==> src/shared/act_pkg.sv <==
/*
 * Shared definitions for the acquisition counter/timer unit: widths, selector
 * encodings, prescale timing and the carrier structs for trigger and camera events.
 * Assumes a single 50 MHz system clock and one design that imports this package.
 */
`default_nettype none
package act_pkg;
	localparam int CLK_HZ = 50_000_000;
	localparam int TICK_US = 1;                       // timebase period in microseconds
	localparam int TICK_CYCLES = CLK_HZ / 1_000_000 * TICK_US;
	localparam int CNT_W = 32;
	localparam int CC_BITS = 4;
	localparam int ISO_BITS = 4;
	localparam logic [ISO_BITS-1:0] ISO_OUT_MASK = 4'hC; // bits 2,3 outputs as standard
	localparam logic [CNT_W-1:0] CNT_ZERO = 32'h00000000;
	localparam logic [CNT_W-1:0] CNT_ONE = 32'h00000001;

	// trigger source select
	typedef enum logic [2:0] {
		ACT_TSRC_ISO0 = 3'h0,
		ACT_TSRC_ISO1 = 3'h1,
		ACT_TSRC_DIFA0 = 3'h2,
		ACT_TSRC_DIFA1 = 3'h3,
		ACT_TSRC_DIFB0 = 3'h4,
		ACT_TSRC_DIFB1 = 3'h5,
		ACT_TSRC_ASTABLE = 3'h6,
		ACT_TSRC_SOFT = 3'h7
	} act_tsrc_t;

	typedef enum logic [1:0] {
		ACT_EV_LINE = 2'h0,
		ACT_EV_FRAME = 2'h1,
		ACT_EV_US = 2'h2
	} act_event_t;

	typedef enum logic [1:0] {
		ACT_GATE_LINE = 2'h0,
		ACT_GATE_FRAME = 2'h1,
		ACT_GATE_TRIG = 2'h2,
		ACT_GATE_ACQ = 2'h3
	} act_gate_t;

	typedef enum logic [1:0] {
		ACT_OSRC_SOFT = 2'h0,
		ACT_OSRC_MONO_A = 2'h1,
		ACT_OSRC_MONO_B = 2'h2,
		ACT_OSRC_TRIG = 2'h3
	} act_osrc_t;

	typedef enum logic [1:0] {
		ACT_DLY_IDLE = 2'h0,
		ACT_DLY_WAIT = 2'h1,
		ACT_DLY_FIRE = 2'h2
	} act_dly_state_t;

	// external inputs gathered together
	typedef struct packed {
		logic [ISO_BITS-1:0] iso;
		logic [1:0] difA;
		logic [1:0] difB;
		logic lineValid;
		logic frameValid;
		logic acqActive;
	} act_inputs_t;

	// trigger conditioning configuration
	typedef struct packed {
		act_tsrc_t src;
		logic edgeMode;   // 1 = rising edge, 0 = level
		logic envelope;   // line-scan envelope mode
	} act_trig_cfg_t;
endpackage
`default_nettype wire

==> src/hdl/act_monostable.sv <==
/*
 * One-shot exposure pulse generator driven by the shared microsecond tick.
 * Assumes trigger is a one-cycle pulse and period is held stable while running.
 */
`default_nettype none
module act_monostable
	import act_pkg::*;
#(
	parameter int WIDTH = CNT_W
) (
	input wire logic clk,
	input wire logic reset_n,
	input wire logic tick,
	input wire logic trigger,
	input wire logic [WIDTH-1:0] period,
	output logic pulse
);
	logic [WIDTH-1:0] remain_q, remain_d;
	logic pulse_q, pulse_d;

	// load on trigger, count down per tick, drop at zero; a zero period gives no pulse
	always_comb begin
		remain_d = remain_q;
		pulse_d = pulse_q;
		if (trigger && period != '0) begin
			remain_d = period;
			pulse_d = 1'b1;
		end else if (pulse_q && tick) begin
			if (remain_q == WIDTH'(1)) begin
				pulse_d = 1'b0;
				remain_d = '0;
			end else begin
				remain_d = remain_q - WIDTH'(1);
			end
		end
	end

	always_ff @(posedge clk or negedge reset_n) begin
		if (!reset_n) begin
			remain_q <= '0;
			pulse_q <= 1'b0;
		end else begin
			remain_q <= remain_d;
			pulse_q <= pulse_d;
		end
	end

	assign pulse = pulse_q;
endmodule
`default_nettype wire

==> src/hdl/act_counter_timers.sv <==
/*
 * Acquisition counter/timer unit: microsecond prescaler, astable period generator,
 * two exposure monostables, non-retriggerable trigger delay, gated event counter
 * and output routing to the camera-control and isolated output pins.
 * Assumes all inputs are synchronous to clk and configuration ports are static
 * registers held by software elsewhere.
 */
`default_nettype none
//////////////////////////////////////////////////////////////////////////////
module act_counter_timers
	import act_pkg::*;
#(
	parameter int WIDTH = CNT_W,
	parameter logic [ISO_BITS-1:0] ISO_OUT = ISO_OUT_MASK
) (
	input wire logic clk,
	input wire logic reset_n,
	input wire act_inputs_t pins,
	input wire act_trig_cfg_t trigCfg,
	input wire logic softTrig,
	input wire logic [WIDTH-1:0] astablePeriod,
	input wire logic [WIDTH-1:0] monoPeriodA,
	input wire logic [WIDTH-1:0] monoPeriodB,
	input wire act_tsrc_t monoTrigSrc,
	input wire logic [WIDTH-1:0] delayValue,
	input wire logic delayInLines,
	input wire act_event_t eventSel,
	input wire act_gate_t gateSel,
	input wire logic [CC_BITS-1:0] ccUseTimer,
	input wire logic [CC_BITS-1:0] ccStatic,
	input wire act_osrc_t [ISO_BITS-1:0] isoOutSel,
	input wire logic [ISO_BITS-1:0] isoSoft,
	output logic astableOut,
	output logic acqTrigger,
	output logic envelopeLine,
	output logic [WIDTH-1:0] eventCount,
	output logic [WIDTH-1:0] eventLast,
	output logic [CC_BITS-1:0] ccOut,
	output logic [ISO_BITS-1:0] isoOut,
	output logic [1:0] encoderA,
	output logic [1:0] encoderB
);
	localparam logic [5:0] TICK_LAST = 6'(TICK_CYCLES - 1);

	//////////////////////////////////////////////////////////////////////////
	// microsecond prescaler
	logic [5:0] pre_q, pre_d;
	logic tick_q, tick_d;

	// tick is a one-cycle enable; counters never see a second clock
	always_comb begin
		tick_d = (pre_q == TICK_LAST);
		pre_d = tick_d ? '0 : pre_q + 6'h01;
	end

	always_ff @(posedge clk or negedge reset_n) begin
		if (!reset_n) begin
			pre_q <= '0;
			tick_q <= 1'b0;
		end else begin
			pre_q <= pre_d;
			tick_q <= tick_d;
		end
	end

	//////////////////////////////////////////////////////////////////////////
	// input conditioning: previous values for edge detection
	act_inputs_t prev_q;
	logic lineStart, frameStart;
	always_ff @(posedge clk or negedge reset_n) begin
		if (!reset_n) prev_q <= '0;
		else prev_q <= pins;
	end
	assign lineStart = pins.lineValid & ~prev_q.lineValid;
	assign frameStart = pins.frameValid & ~prev_q.frameValid;

	// select a source level; isolated output bits never act as inputs
	function automatic logic srcLevel(act_tsrc_t s, act_inputs_t p, logic ast, logic sw);
		logic [ISO_BITS-1:0] isoIn;
		isoIn = p.iso & ~ISO_OUT;
		case (s)
			ACT_TSRC_ISO0: srcLevel = isoIn[0];
			ACT_TSRC_ISO1: srcLevel = isoIn[1];
			ACT_TSRC_DIFA0: srcLevel = p.difA[0];
			ACT_TSRC_DIFA1: srcLevel = p.difA[1];
			ACT_TSRC_DIFB0: srcLevel = p.difB[0];
			ACT_TSRC_DIFB1: srcLevel = p.difB[1];
			ACT_TSRC_ASTABLE: srcLevel = ast;
			ACT_TSRC_SOFT: srcLevel = sw;
			default: srcLevel = 1'b0;
		endcase
	endfunction

	//////////////////////////////////////////////////////////////////////////
	// astable period generator
	logic [WIDTH-1:0] astCnt_q, astCnt_d;
	logic astPulse_q, astPulse_d;
	always_comb begin
		astCnt_d = astCnt_q;
		astPulse_d = 1'b0;
		if (tick_q) begin
			if (astCnt_q + CNT_ONE >= astablePeriod) begin
				astCnt_d = CNT_ZERO;
				astPulse_d = (astablePeriod != CNT_ZERO);
			end else begin
				astCnt_d = astCnt_q + CNT_ONE;
			end
		end
	end

	always_ff @(posedge clk or negedge reset_n) begin
		if (!reset_n) begin
			astCnt_q <= CNT_ZERO;
			astPulse_q <= 1'b0;
		end else begin
			astCnt_q <= astCnt_d;
			astPulse_q <= astPulse_d;
		end
	end

	//////////////////////////////////////////////////////////////////////////
	// trigger conditioning: level or rising edge of the chosen source
	logic trigLvl, trigLvlPrev_q, trigEvent, monoTrig, monoLvlPrev_q, monoLvl;
	assign trigLvl = srcLevel(trigCfg.src, pins, astPulse_q, softTrig);
	assign monoLvl = srcLevel(monoTrigSrc, pins, astPulse_q, softTrig);
	always_ff @(posedge clk or negedge reset_n) begin
		if (!reset_n) begin
			trigLvlPrev_q <= 1'b0;
			monoLvlPrev_q <= 1'b0;
		end else begin
			trigLvlPrev_q <= trigLvl;
			monoLvlPrev_q <= monoLvl;
		end
	end
	// level mode fires every cycle the source is high; the delay unit absorbs repeats only in ACT_DLY_WAIT and ACT_DLY_FIRE
	assign trigEvent = trigCfg.edgeMode ? (trigLvl & ~trigLvlPrev_q) : trigLvl;
	assign monoTrig = monoLvl & ~monoLvlPrev_q;

	//////////////////////////////////////////////////////////////////////////
	// non-retriggerable trigger delay
	act_dly_state_t dly_q, dly_d;
	logic [WIDTH-1:0] dlyCnt_q, dlyCnt_d;
	logic dlyStep;
	assign dlyStep = delayInLines ? lineStart : tick_q;
	always_comb begin
		dly_d = dly_q;
		dlyCnt_d = dlyCnt_q;
		case (dly_q)
			ACT_DLY_IDLE: begin
				if (trigEvent && !trigCfg.envelope) begin
					dlyCnt_d = delayValue;
					dly_d = (delayValue == CNT_ZERO) ? ACT_DLY_FIRE : ACT_DLY_WAIT;
				end
			end
			ACT_DLY_WAIT: begin
				// new trigger events are ignored here
				if (dlyStep) begin
					dlyCnt_d = dlyCnt_q - CNT_ONE;
					if (dlyCnt_q == CNT_ONE) dly_d = ACT_DLY_FIRE;
				end
			end
			ACT_DLY_FIRE: dly_d = ACT_DLY_IDLE;
			default: dly_d = ACT_DLY_IDLE;
		endcase
	end

	always_ff @(posedge clk or negedge reset_n) begin
		if (!reset_n) begin
			dly_q <= ACT_DLY_IDLE;
			dlyCnt_q <= CNT_ZERO;
		end else begin
			dly_q <= dly_d;
			dlyCnt_q <= dlyCnt_d;
		end
	end

	//////////////////////////////////////////////////////////////////////////
	// monostables
	logic monoA, monoB;
	act_monostable #(.WIDTH(WIDTH)) uMonoA (
		.clk(clk), .reset_n(reset_n), .tick(tick_q), .trigger(monoTrig),
		.period(monoPeriodA), .pulse(monoA)
	);
	act_monostable #(.WIDTH(WIDTH)) uMonoB (
		.clk(clk), .reset_n(reset_n), .tick(tick_q), .trigger(monoTrig),
		.period(monoPeriodB), .pulse(monoB)
	);

	//////////////////////////////////////////////////////////////////////////
	// gated event counter
	logic [WIDTH-1:0] evCnt_q, evCnt_d, evLast_q, evLast_d;
	logic evHit, gateOpen, gateClose, gateNow, gate_q;
	always_comb begin
		case (eventSel)
			ACT_EV_LINE: evHit = lineStart;
			ACT_EV_FRAME: evHit = frameStart;
			ACT_EV_US: evHit = tick_q;
			default: evHit = 1'b0;
		endcase
		case (gateSel)
			ACT_GATE_LINE: gateNow = pins.lineValid;
			ACT_GATE_FRAME: gateNow = pins.frameValid;
			ACT_GATE_TRIG: gateNow = trigLvl;
			ACT_GATE_ACQ: gateNow = pins.acqActive;
			default: gateNow = 1'b0;
		endcase
	end
	assign gateOpen = gateNow & ~gate_q;
	assign gateClose = ~gateNow & gate_q;

	// count restarts at gate open; final value captured when gate closes
	always_comb begin
		evCnt_d = evCnt_q;
		evLast_d = evLast_q;
		if (gateClose) evLast_d = evCnt_q;
		if (gateOpen) evCnt_d = evHit ? CNT_ONE : CNT_ZERO;
		else if (gateNow && evHit) evCnt_d = evCnt_q + CNT_ONE;
	end

	always_ff @(posedge clk or negedge reset_n) begin
		if (!reset_n) begin
			evCnt_q <= CNT_ZERO;
			evLast_q <= CNT_ZERO;
			gate_q <= 1'b0;
		end else begin
			evCnt_q <= evCnt_d;
			evLast_q <= evLast_d;
			gate_q <= gateNow;
		end
	end

	//////////////////////////////////////////////////////////////////////////
	// output routing, all registered
	logic [CC_BITS-1:0] cc_d;
	logic [ISO_BITS-1:0] iso_d;
	logic acqTrig_d, env_d;
	always_comb begin
		acqTrig_d = (dly_q == ACT_DLY_FIRE);
		env_d = trigCfg.envelope & trigLvl & pins.lineValid;
		for (int i = 0; i < CC_BITS; i++) begin
			cc_d[i] = ccUseTimer[i] ? ((i % 2 == 0) ? monoA : monoB) : ccStatic[i];
		end
		for (int i = 0; i < ISO_BITS; i++) begin
			case (isoOutSel[i])
				ACT_OSRC_SOFT: iso_d[i] = isoSoft[i];
				ACT_OSRC_MONO_A: iso_d[i] = monoA;
				ACT_OSRC_MONO_B: iso_d[i] = monoB;
				ACT_OSRC_TRIG: iso_d[i] = acqTrig_d;
				default: iso_d[i] = 1'b0;
			endcase
			iso_d[i] = iso_d[i] & ISO_OUT[i];
		end
	end

	always_ff @(posedge clk or negedge reset_n) begin
		if (!reset_n) begin
			astableOut <= 1'b0;
			acqTrigger <= 1'b0;
			envelopeLine <= 1'b0;
			eventCount <= CNT_ZERO;
			eventLast <= CNT_ZERO;
			ccOut <= '0;
			isoOut <= '0;
			encoderA <= 2'h0;
			encoderB <= 2'h0;
		end else begin
			astableOut <= astPulse_q;
			acqTrigger <= acqTrig_d;
			envelopeLine <= env_d;
			eventCount <= evCnt_q;
			eventLast <= evLast_q;
			ccOut <= cc_d;
			isoOut <= iso_d;
			encoderA <= pins.difA;
			encoderB <= pins.difB;
		end
	end
endmodule
`default_nettype wire

==> config.mk <==
export PLATFORM = sky130hd
export DESIGN_NAME = act_counter_timers
export DESIGN_NICKNAME = d
export VERILOG_FILES = /design/src/shared/act_pkg.sv /design/src/hdl/act_monostable.sv /design/src/hdl/act_counter_timers.sv
export SDC_FILE = /design/constraint.sdc
export NUM_CORES = 1
export LEC_CHECK = 0
export BUFFER_PORTS_ARGS = -buffer_cell sky130_fd_sc_hd__buf_2
export CORE_MARGIN = 2
export CORE_UTILIZATION = 45
export CTS_BUF_LIST = sky130_fd_sc_hd__clkbuf_4 sky130_fd_sc_hd__clkbuf_8 sky130_fd_sc_hd__clkbuf_16
export CTS_CLUSTER_SIZE = 28
export DETAILED_ROUTE_END_ITERATION = 7
export PLACE_DENSITY = 0.66
export SYNTH_ARGS = -nofsm -noshare
export SYNTH_HDL_FRONTEND = slang
export SYNTH_SLANG_ARGS = --single-unit
==> constraint.sdc <==
create_clock -name clk -period 5.2 [get_ports clk]
set_input_delay 0.78 -clock clk [delete_from_list [all_inputs] [get_ports clk]]
set_output_delay 0.78 -clock clk [all_outputs]
set_load 0.02 [all_outputs]
* Word-level counts from Yosys, hierarchy flattened
Index checks and enable logic that the tools add are counted.
Word-level totals: output and inout bits 79, register bits after elaboration 286
Cells by class: add/subtract/negate cells 6, eq/ne operators 34, bitwise logic cells 14, mux-type cells 39, magnitude comparators 1, reductions and logical operators 28
Operators by type and width (count):
- two-way mux 32 bit | 11
- == test 32 x 1 -> 1 bit, second input constant | 3
- nonzero test 32 bit | 3
- subtractor 32 x 1 -> 32 bit, second input constant | 3
- adder 32 x 1 -> 32 bit, second input constant | 2
- one-hot mux 32 bit (2 select lines) | 1
- greater-or-equal comparator 32 bit | 1
- zero test 32 bit | 1
- == test 3 bit, second input constant | 8
- == test 2 bit, second input constant | 8
- one-hot mux 1 bit (8 select lines) | 2
- two-way mux 1 bit | 15
- == test 3 x 2 -> 1 bit, second input constant | 4
- one-hot mux 1 bit (4 select lines) | 3
- nonzero test 2 bit | 6
- == test 2 x 1 -> 1 bit, second input constant | 5
- zero test 2 bit | 5
- AND 1 bit | 8
- two-way mux 2 bit | 4
- adder 6 x 1 -> 6 bit, second input constant | 1
- == test 3 x 1 -> 1 bit, second input constant | 2
- == test 6 bit, second input constant | 1
- logical AND 1 bit | 6
- zero test 3 bit | 2
- other kinds (8) | 17

* Depth between registers and ports, before layout
depth after elaboration 7, gate-level depth with buffers 15, mapped depth without buffers 13

* Hierarchy
Synthesis repeated with hierarchy kept, for this count alone.
Unflattened totals: cells, all modules 1549, area total of the unflattened synthesis 14754.2 um^2
By module, submodules not included:
- act_counter_timers | cells an instance 1043, instances 1, sequential area each 5505.3 um^2, area each 10505.1 um^2
- act_monostable | cells an instance 253, instances 2, sequential area each 825.8 um^2, area each 2124.5 um^2

* Least setup slack after synthesis
No wires, ideal clock.
path type reg-to-reg, from register astCnt_q[2], to register astCnt_q[0], slack 1.401 ns, data required time 5.135 ns, cell stages (with the launch flop) 16, data arrival time 3.734 ns, setup time 0.065 ns, path buffers 3, path through dfrtp_1 > nand3_1 > or3_1 > clkbuf_1 > or4b_1 > clkbuf_1 > nor2_1 > xor2_1 > ha_1 > a21oi_1 > o21ai_0 > a221oi_1 > o21ai_0 > nor3_1 > clkbuf_1 > mux2_2
On the way: word-level cells in the longest chain between the ends 3
RTL lines:
- start: declaration | RTL line act_counter_timers.sv:96 | logic [WIDTH-1:0] astCnt_q, astCnt_d;
- start signal: assignment | RTL line act_counter_timers.sv:116 | astCnt_q <= astCnt_d;
- adder 32 x 1 -> 32 bit | RTL line act_counter_timers.sv:102 | if (astCnt_q + CNT_ONE >= astablePeriod) begin
- greater-or-equal comparator 32 bit | RTL line act_counter_timers.sv:102
- two-way mux 32 bit | RTL line act_counter_timers.sv:102
Every way passes these cells. A chain may end at the register's enable or synchronous reset.

* Worst setup path after layout
from register astCnt_q[2], to register astCnt_q[24]
On the way: word-level cells in the longest chain between the ends 3
RTL lines (RTL line):
- adder 32 x 1 -> 32 bit * | act_counter_timers.sv:102, act_counter_timers.sv:106
- greater-or-equal comparator 32 bit | act_counter_timers.sv:102
- two-way mux 32 bit * | act_counter_timers.sv:102
Mark *: on every way between the ends. The rest lies on a longest branch, timed or not.

==> flow_summary.toml <==
[clock_tree]
cts_root_buf = "clkbuf_16"
cts_resized = 0
clk_latency_ps = 560
cts_buffer_depth = 3
cts_buffers = 31
cts_tree = "built"
cts_setup_buffers = 0
htree_levels = 1
clkTransAtPathRegs_ps = 70
numClockSinks = 286
holdBufCountCts = 0

[layout]
layout-drive-gt1-share_pct = 20.4
multi_input_comb_area_um2 = 7160
seqCellArea_um2 = 7160
nNetsFinal = 1990
final_cell_area_um2 = 17500
diodes = 0
stdcell_count = 2240
area_growth_pct = 18.4
fillers = 2914
final_util_pct = 54.0

[global_routing]
antenna_found_initial = 0
grt_pass1_wl_mm = 62.1
grt_pass1_vias = 12381
grt.overflow.total = 0
grt_max_degree = 132
grt_usage_pct = 22.2

[timing]
setup_viol = 0
tightestPinTransition_ps = 1160
rsz0062_at_grt = "false"
fin_tns_setup_ps = 0
period_needed_ps = 4620
slew_violations = 0
slew_headroom_pct = 22.9
finalCritPeriodShare_pct = 88.9
fmax_mhz = 216
skew_ps = 10.7
hold_viol = 0

[power]
power_density_nw_per_um2 = 321
irDropWorstVdd_uv = 293
power_leakage_nw = 7.90
p_total_w = 0.00563

[place]
dp_hpwl_mm = 27.4
placed_area_um2 = 16500
gp_congestion = 0.881
dp.cells = 2182
port_buffers = 243

[critical_path]
crit_fanout = 10
endpoint_kind = "flip-flop"
cp.arrival_ps = 5110
required_ps = 5690
start_kind = "flip-flop"
crit_type = "flip-flop to flip-flop"

[die]
io_pins = 254
fp.dieH_um = 185
start_util_pct = 45.6
die_x_um = 185
row_count = 66
dieArea_um2 = 34300
core-area_um2 = 32500

[yosys]
postSynthCellCount = 1551
synth.area.top_cells = "dfrtp_1 (48%), ha_1 (3.6%), o21ai_0 (3.6%), a21oi_1 (3.4%), nor2_1 (3.4%)"
async_flop_share_pct = 100
syn_area_um2 = 14800
ys_warn_count = 0
yosysSeqAreaShare_pct = 48.4
synth-seq-cells = 286
synth_edf_count = 0
avgSynthCellArea_um2 = 9.54
synth_top_area_cell = "dfrtp_1"
yosysUniqueCellTypes = 68
yosys.area.top_type_share_pct = 48.4
yosys_most_used_dff = "dfrtp_1"

[route]
postRouteAntennaNets = 0
dr.pass1.iters = 6
drt_iter0_drc = 970
drc_errors = 0
post_drt_wl_per_cell_um = 17.1
vias = 12976
wl_mm = 38.3
viasPerCell = 5.79

[run_status]
status = "finished, final reports clean"

[job]
cap_violations = 0

[worst_hold_path]
hold_class = "input pin to asynchronous set/reset pin"
## cell families (layout without fill, tap and decap cells)
group,Yosys count,count (layout),synth area share (%)
AO/OA/AOI/OAI,378,378,16.0
XOR/XNOR,46,46,2.72
adder cells (fa/ha/maj),42,42,3.55
buffers and inverters,131,377,3.46
flip-flops,286,286,48.4
multiplexers,50,50,4.33
other,1,2,0.0253
AND/OR/NAND/NOR,617,617,21.6
## final timing paths
kind                                            end  slack [ps]  cells after the start                     from
setup / recovery           astCnt_q[24]$_DFFE_PN0P_         580                     12  astCnt_q[2]$_DFFE_PN0P_
hold / removal             dlyCnt_q[13]$_DFFE_PN0P_         210                      1                  reset_n
setup reg to reg           astCnt_q[24]$_DFFE_PN0P_         580                     12  astCnt_q[2]$_DFFE_PN0P_
hold reg to reg              eventLast[9]$_DFF_PN0_         360                      0  evLast_q[9]$_DFFE_PN0P_
max in group asynchronous  eventCount[16]$_DFF_PN0_        3760                      2                  reset_n
min in group clk              encoderB[1]$_DFF_PN0_         360                      1                  pins[4]
## layout by cell type (no fill, tap or decap), drive strengths merged, types with 20 or more instances in the layout
cell type,synthesis,final
a21oi,100,100
a22o,21,21
a31oi,39,39
and2,20,20
buf,15,261
clkbuf,58,35
dfrtp,286,286
ha,42,42
inv,58,65
mux2,39,39
nand2,133,133
nand3,41,41
nand4,37,37
nor2,133,133
nor2b,20,20
nor3,59,59
nor4,64,64
o21ai,105,105
o31ai,21,21
or3,30,30
xnor2,25,25
xor2,21,21
## registers in the layout, indices dropped and copies added, names as in the netlist, 4 cells and up
register	count
evLast_q	32
evCnt_q	32
astCnt_q	32
eventCount	32
uMonoB.remain_q	32
pre_q	6
eventLast	32
uMonoA.remain_q	32
dlyCnt_q	32
ccOut	4
## synth_stat cells, types with 12 or more instances
cell type and n:
nor3_1 58, a21oi_1 100, ha_1 42, and2_1 20
nand4_1 37, nor4_1 62, clkbuf_1 58, dfrtp_1 286
nor2b_1 20, nor2_1 133, a22oi_1 14, xnor2_1 25
or3_1 30, a22o_1 21, or4_1 12, and4_1 12
o21ai_0 105, o31ai_1 21, a31oi_1 39, mux2_1 30
a31o_2 12, nand3_1 41, xor2_1 21, nand2_1 132
o22ai_1 14, inv_1 56, and3_1 18
## routing by layer
layer | global-route usage, % | part of all wire, % | routed length, µm | up-vias
met2 | 35.4 | 45 | 17100 | 465
met1 | 31.7 | 46 | 17700 | 6273
met5 | 0 | 0 | 0 | -
li1 | - | - | - | 6180
met3 | 3.44 | 7.1 | 2730 | 58
met4 | 5.43 | 2.2 | 832 | 0
## through the flow
stage,hold WS (ps),setup slack (ps)
2_1_floorplan,349,1400
3_3_place_gp,354,790
3_5_place_dp,356,683
4_1_cts,236,634
5_1_grt,251,157
6_report,206,575
## cell type report
cell class | instances | area share, %
clock buffer | 35 | 4.71
timing repair buffer | 261 | 7.85
sequential | 286 | 40.9
inverter | 58 | 1.24
tap | 442 | 3.16
multi-input combinational | 1135 | 40.9
clock inverter | 23 | 1.31
## report_power, final
group	internal [W]	switching, W
clock network	0.00126	0.000965
logic	0.000310	0.000449
registers	0.00243	0.000207
## worst max-delay path, cell delays in order (launching register included)
cell and delay (ps):
dfrtp_1 460, nand3_1 160, or3_1 540, nor4_1 670, and3_1 300, xor2_1 210, ha_1 270, and4_1 200
a221oi_1 330, o21ai_0 400, nor2_1 540, buf_4 280, a31o_2 170
No activity file was read; power rests on OpenSTA's default activity.
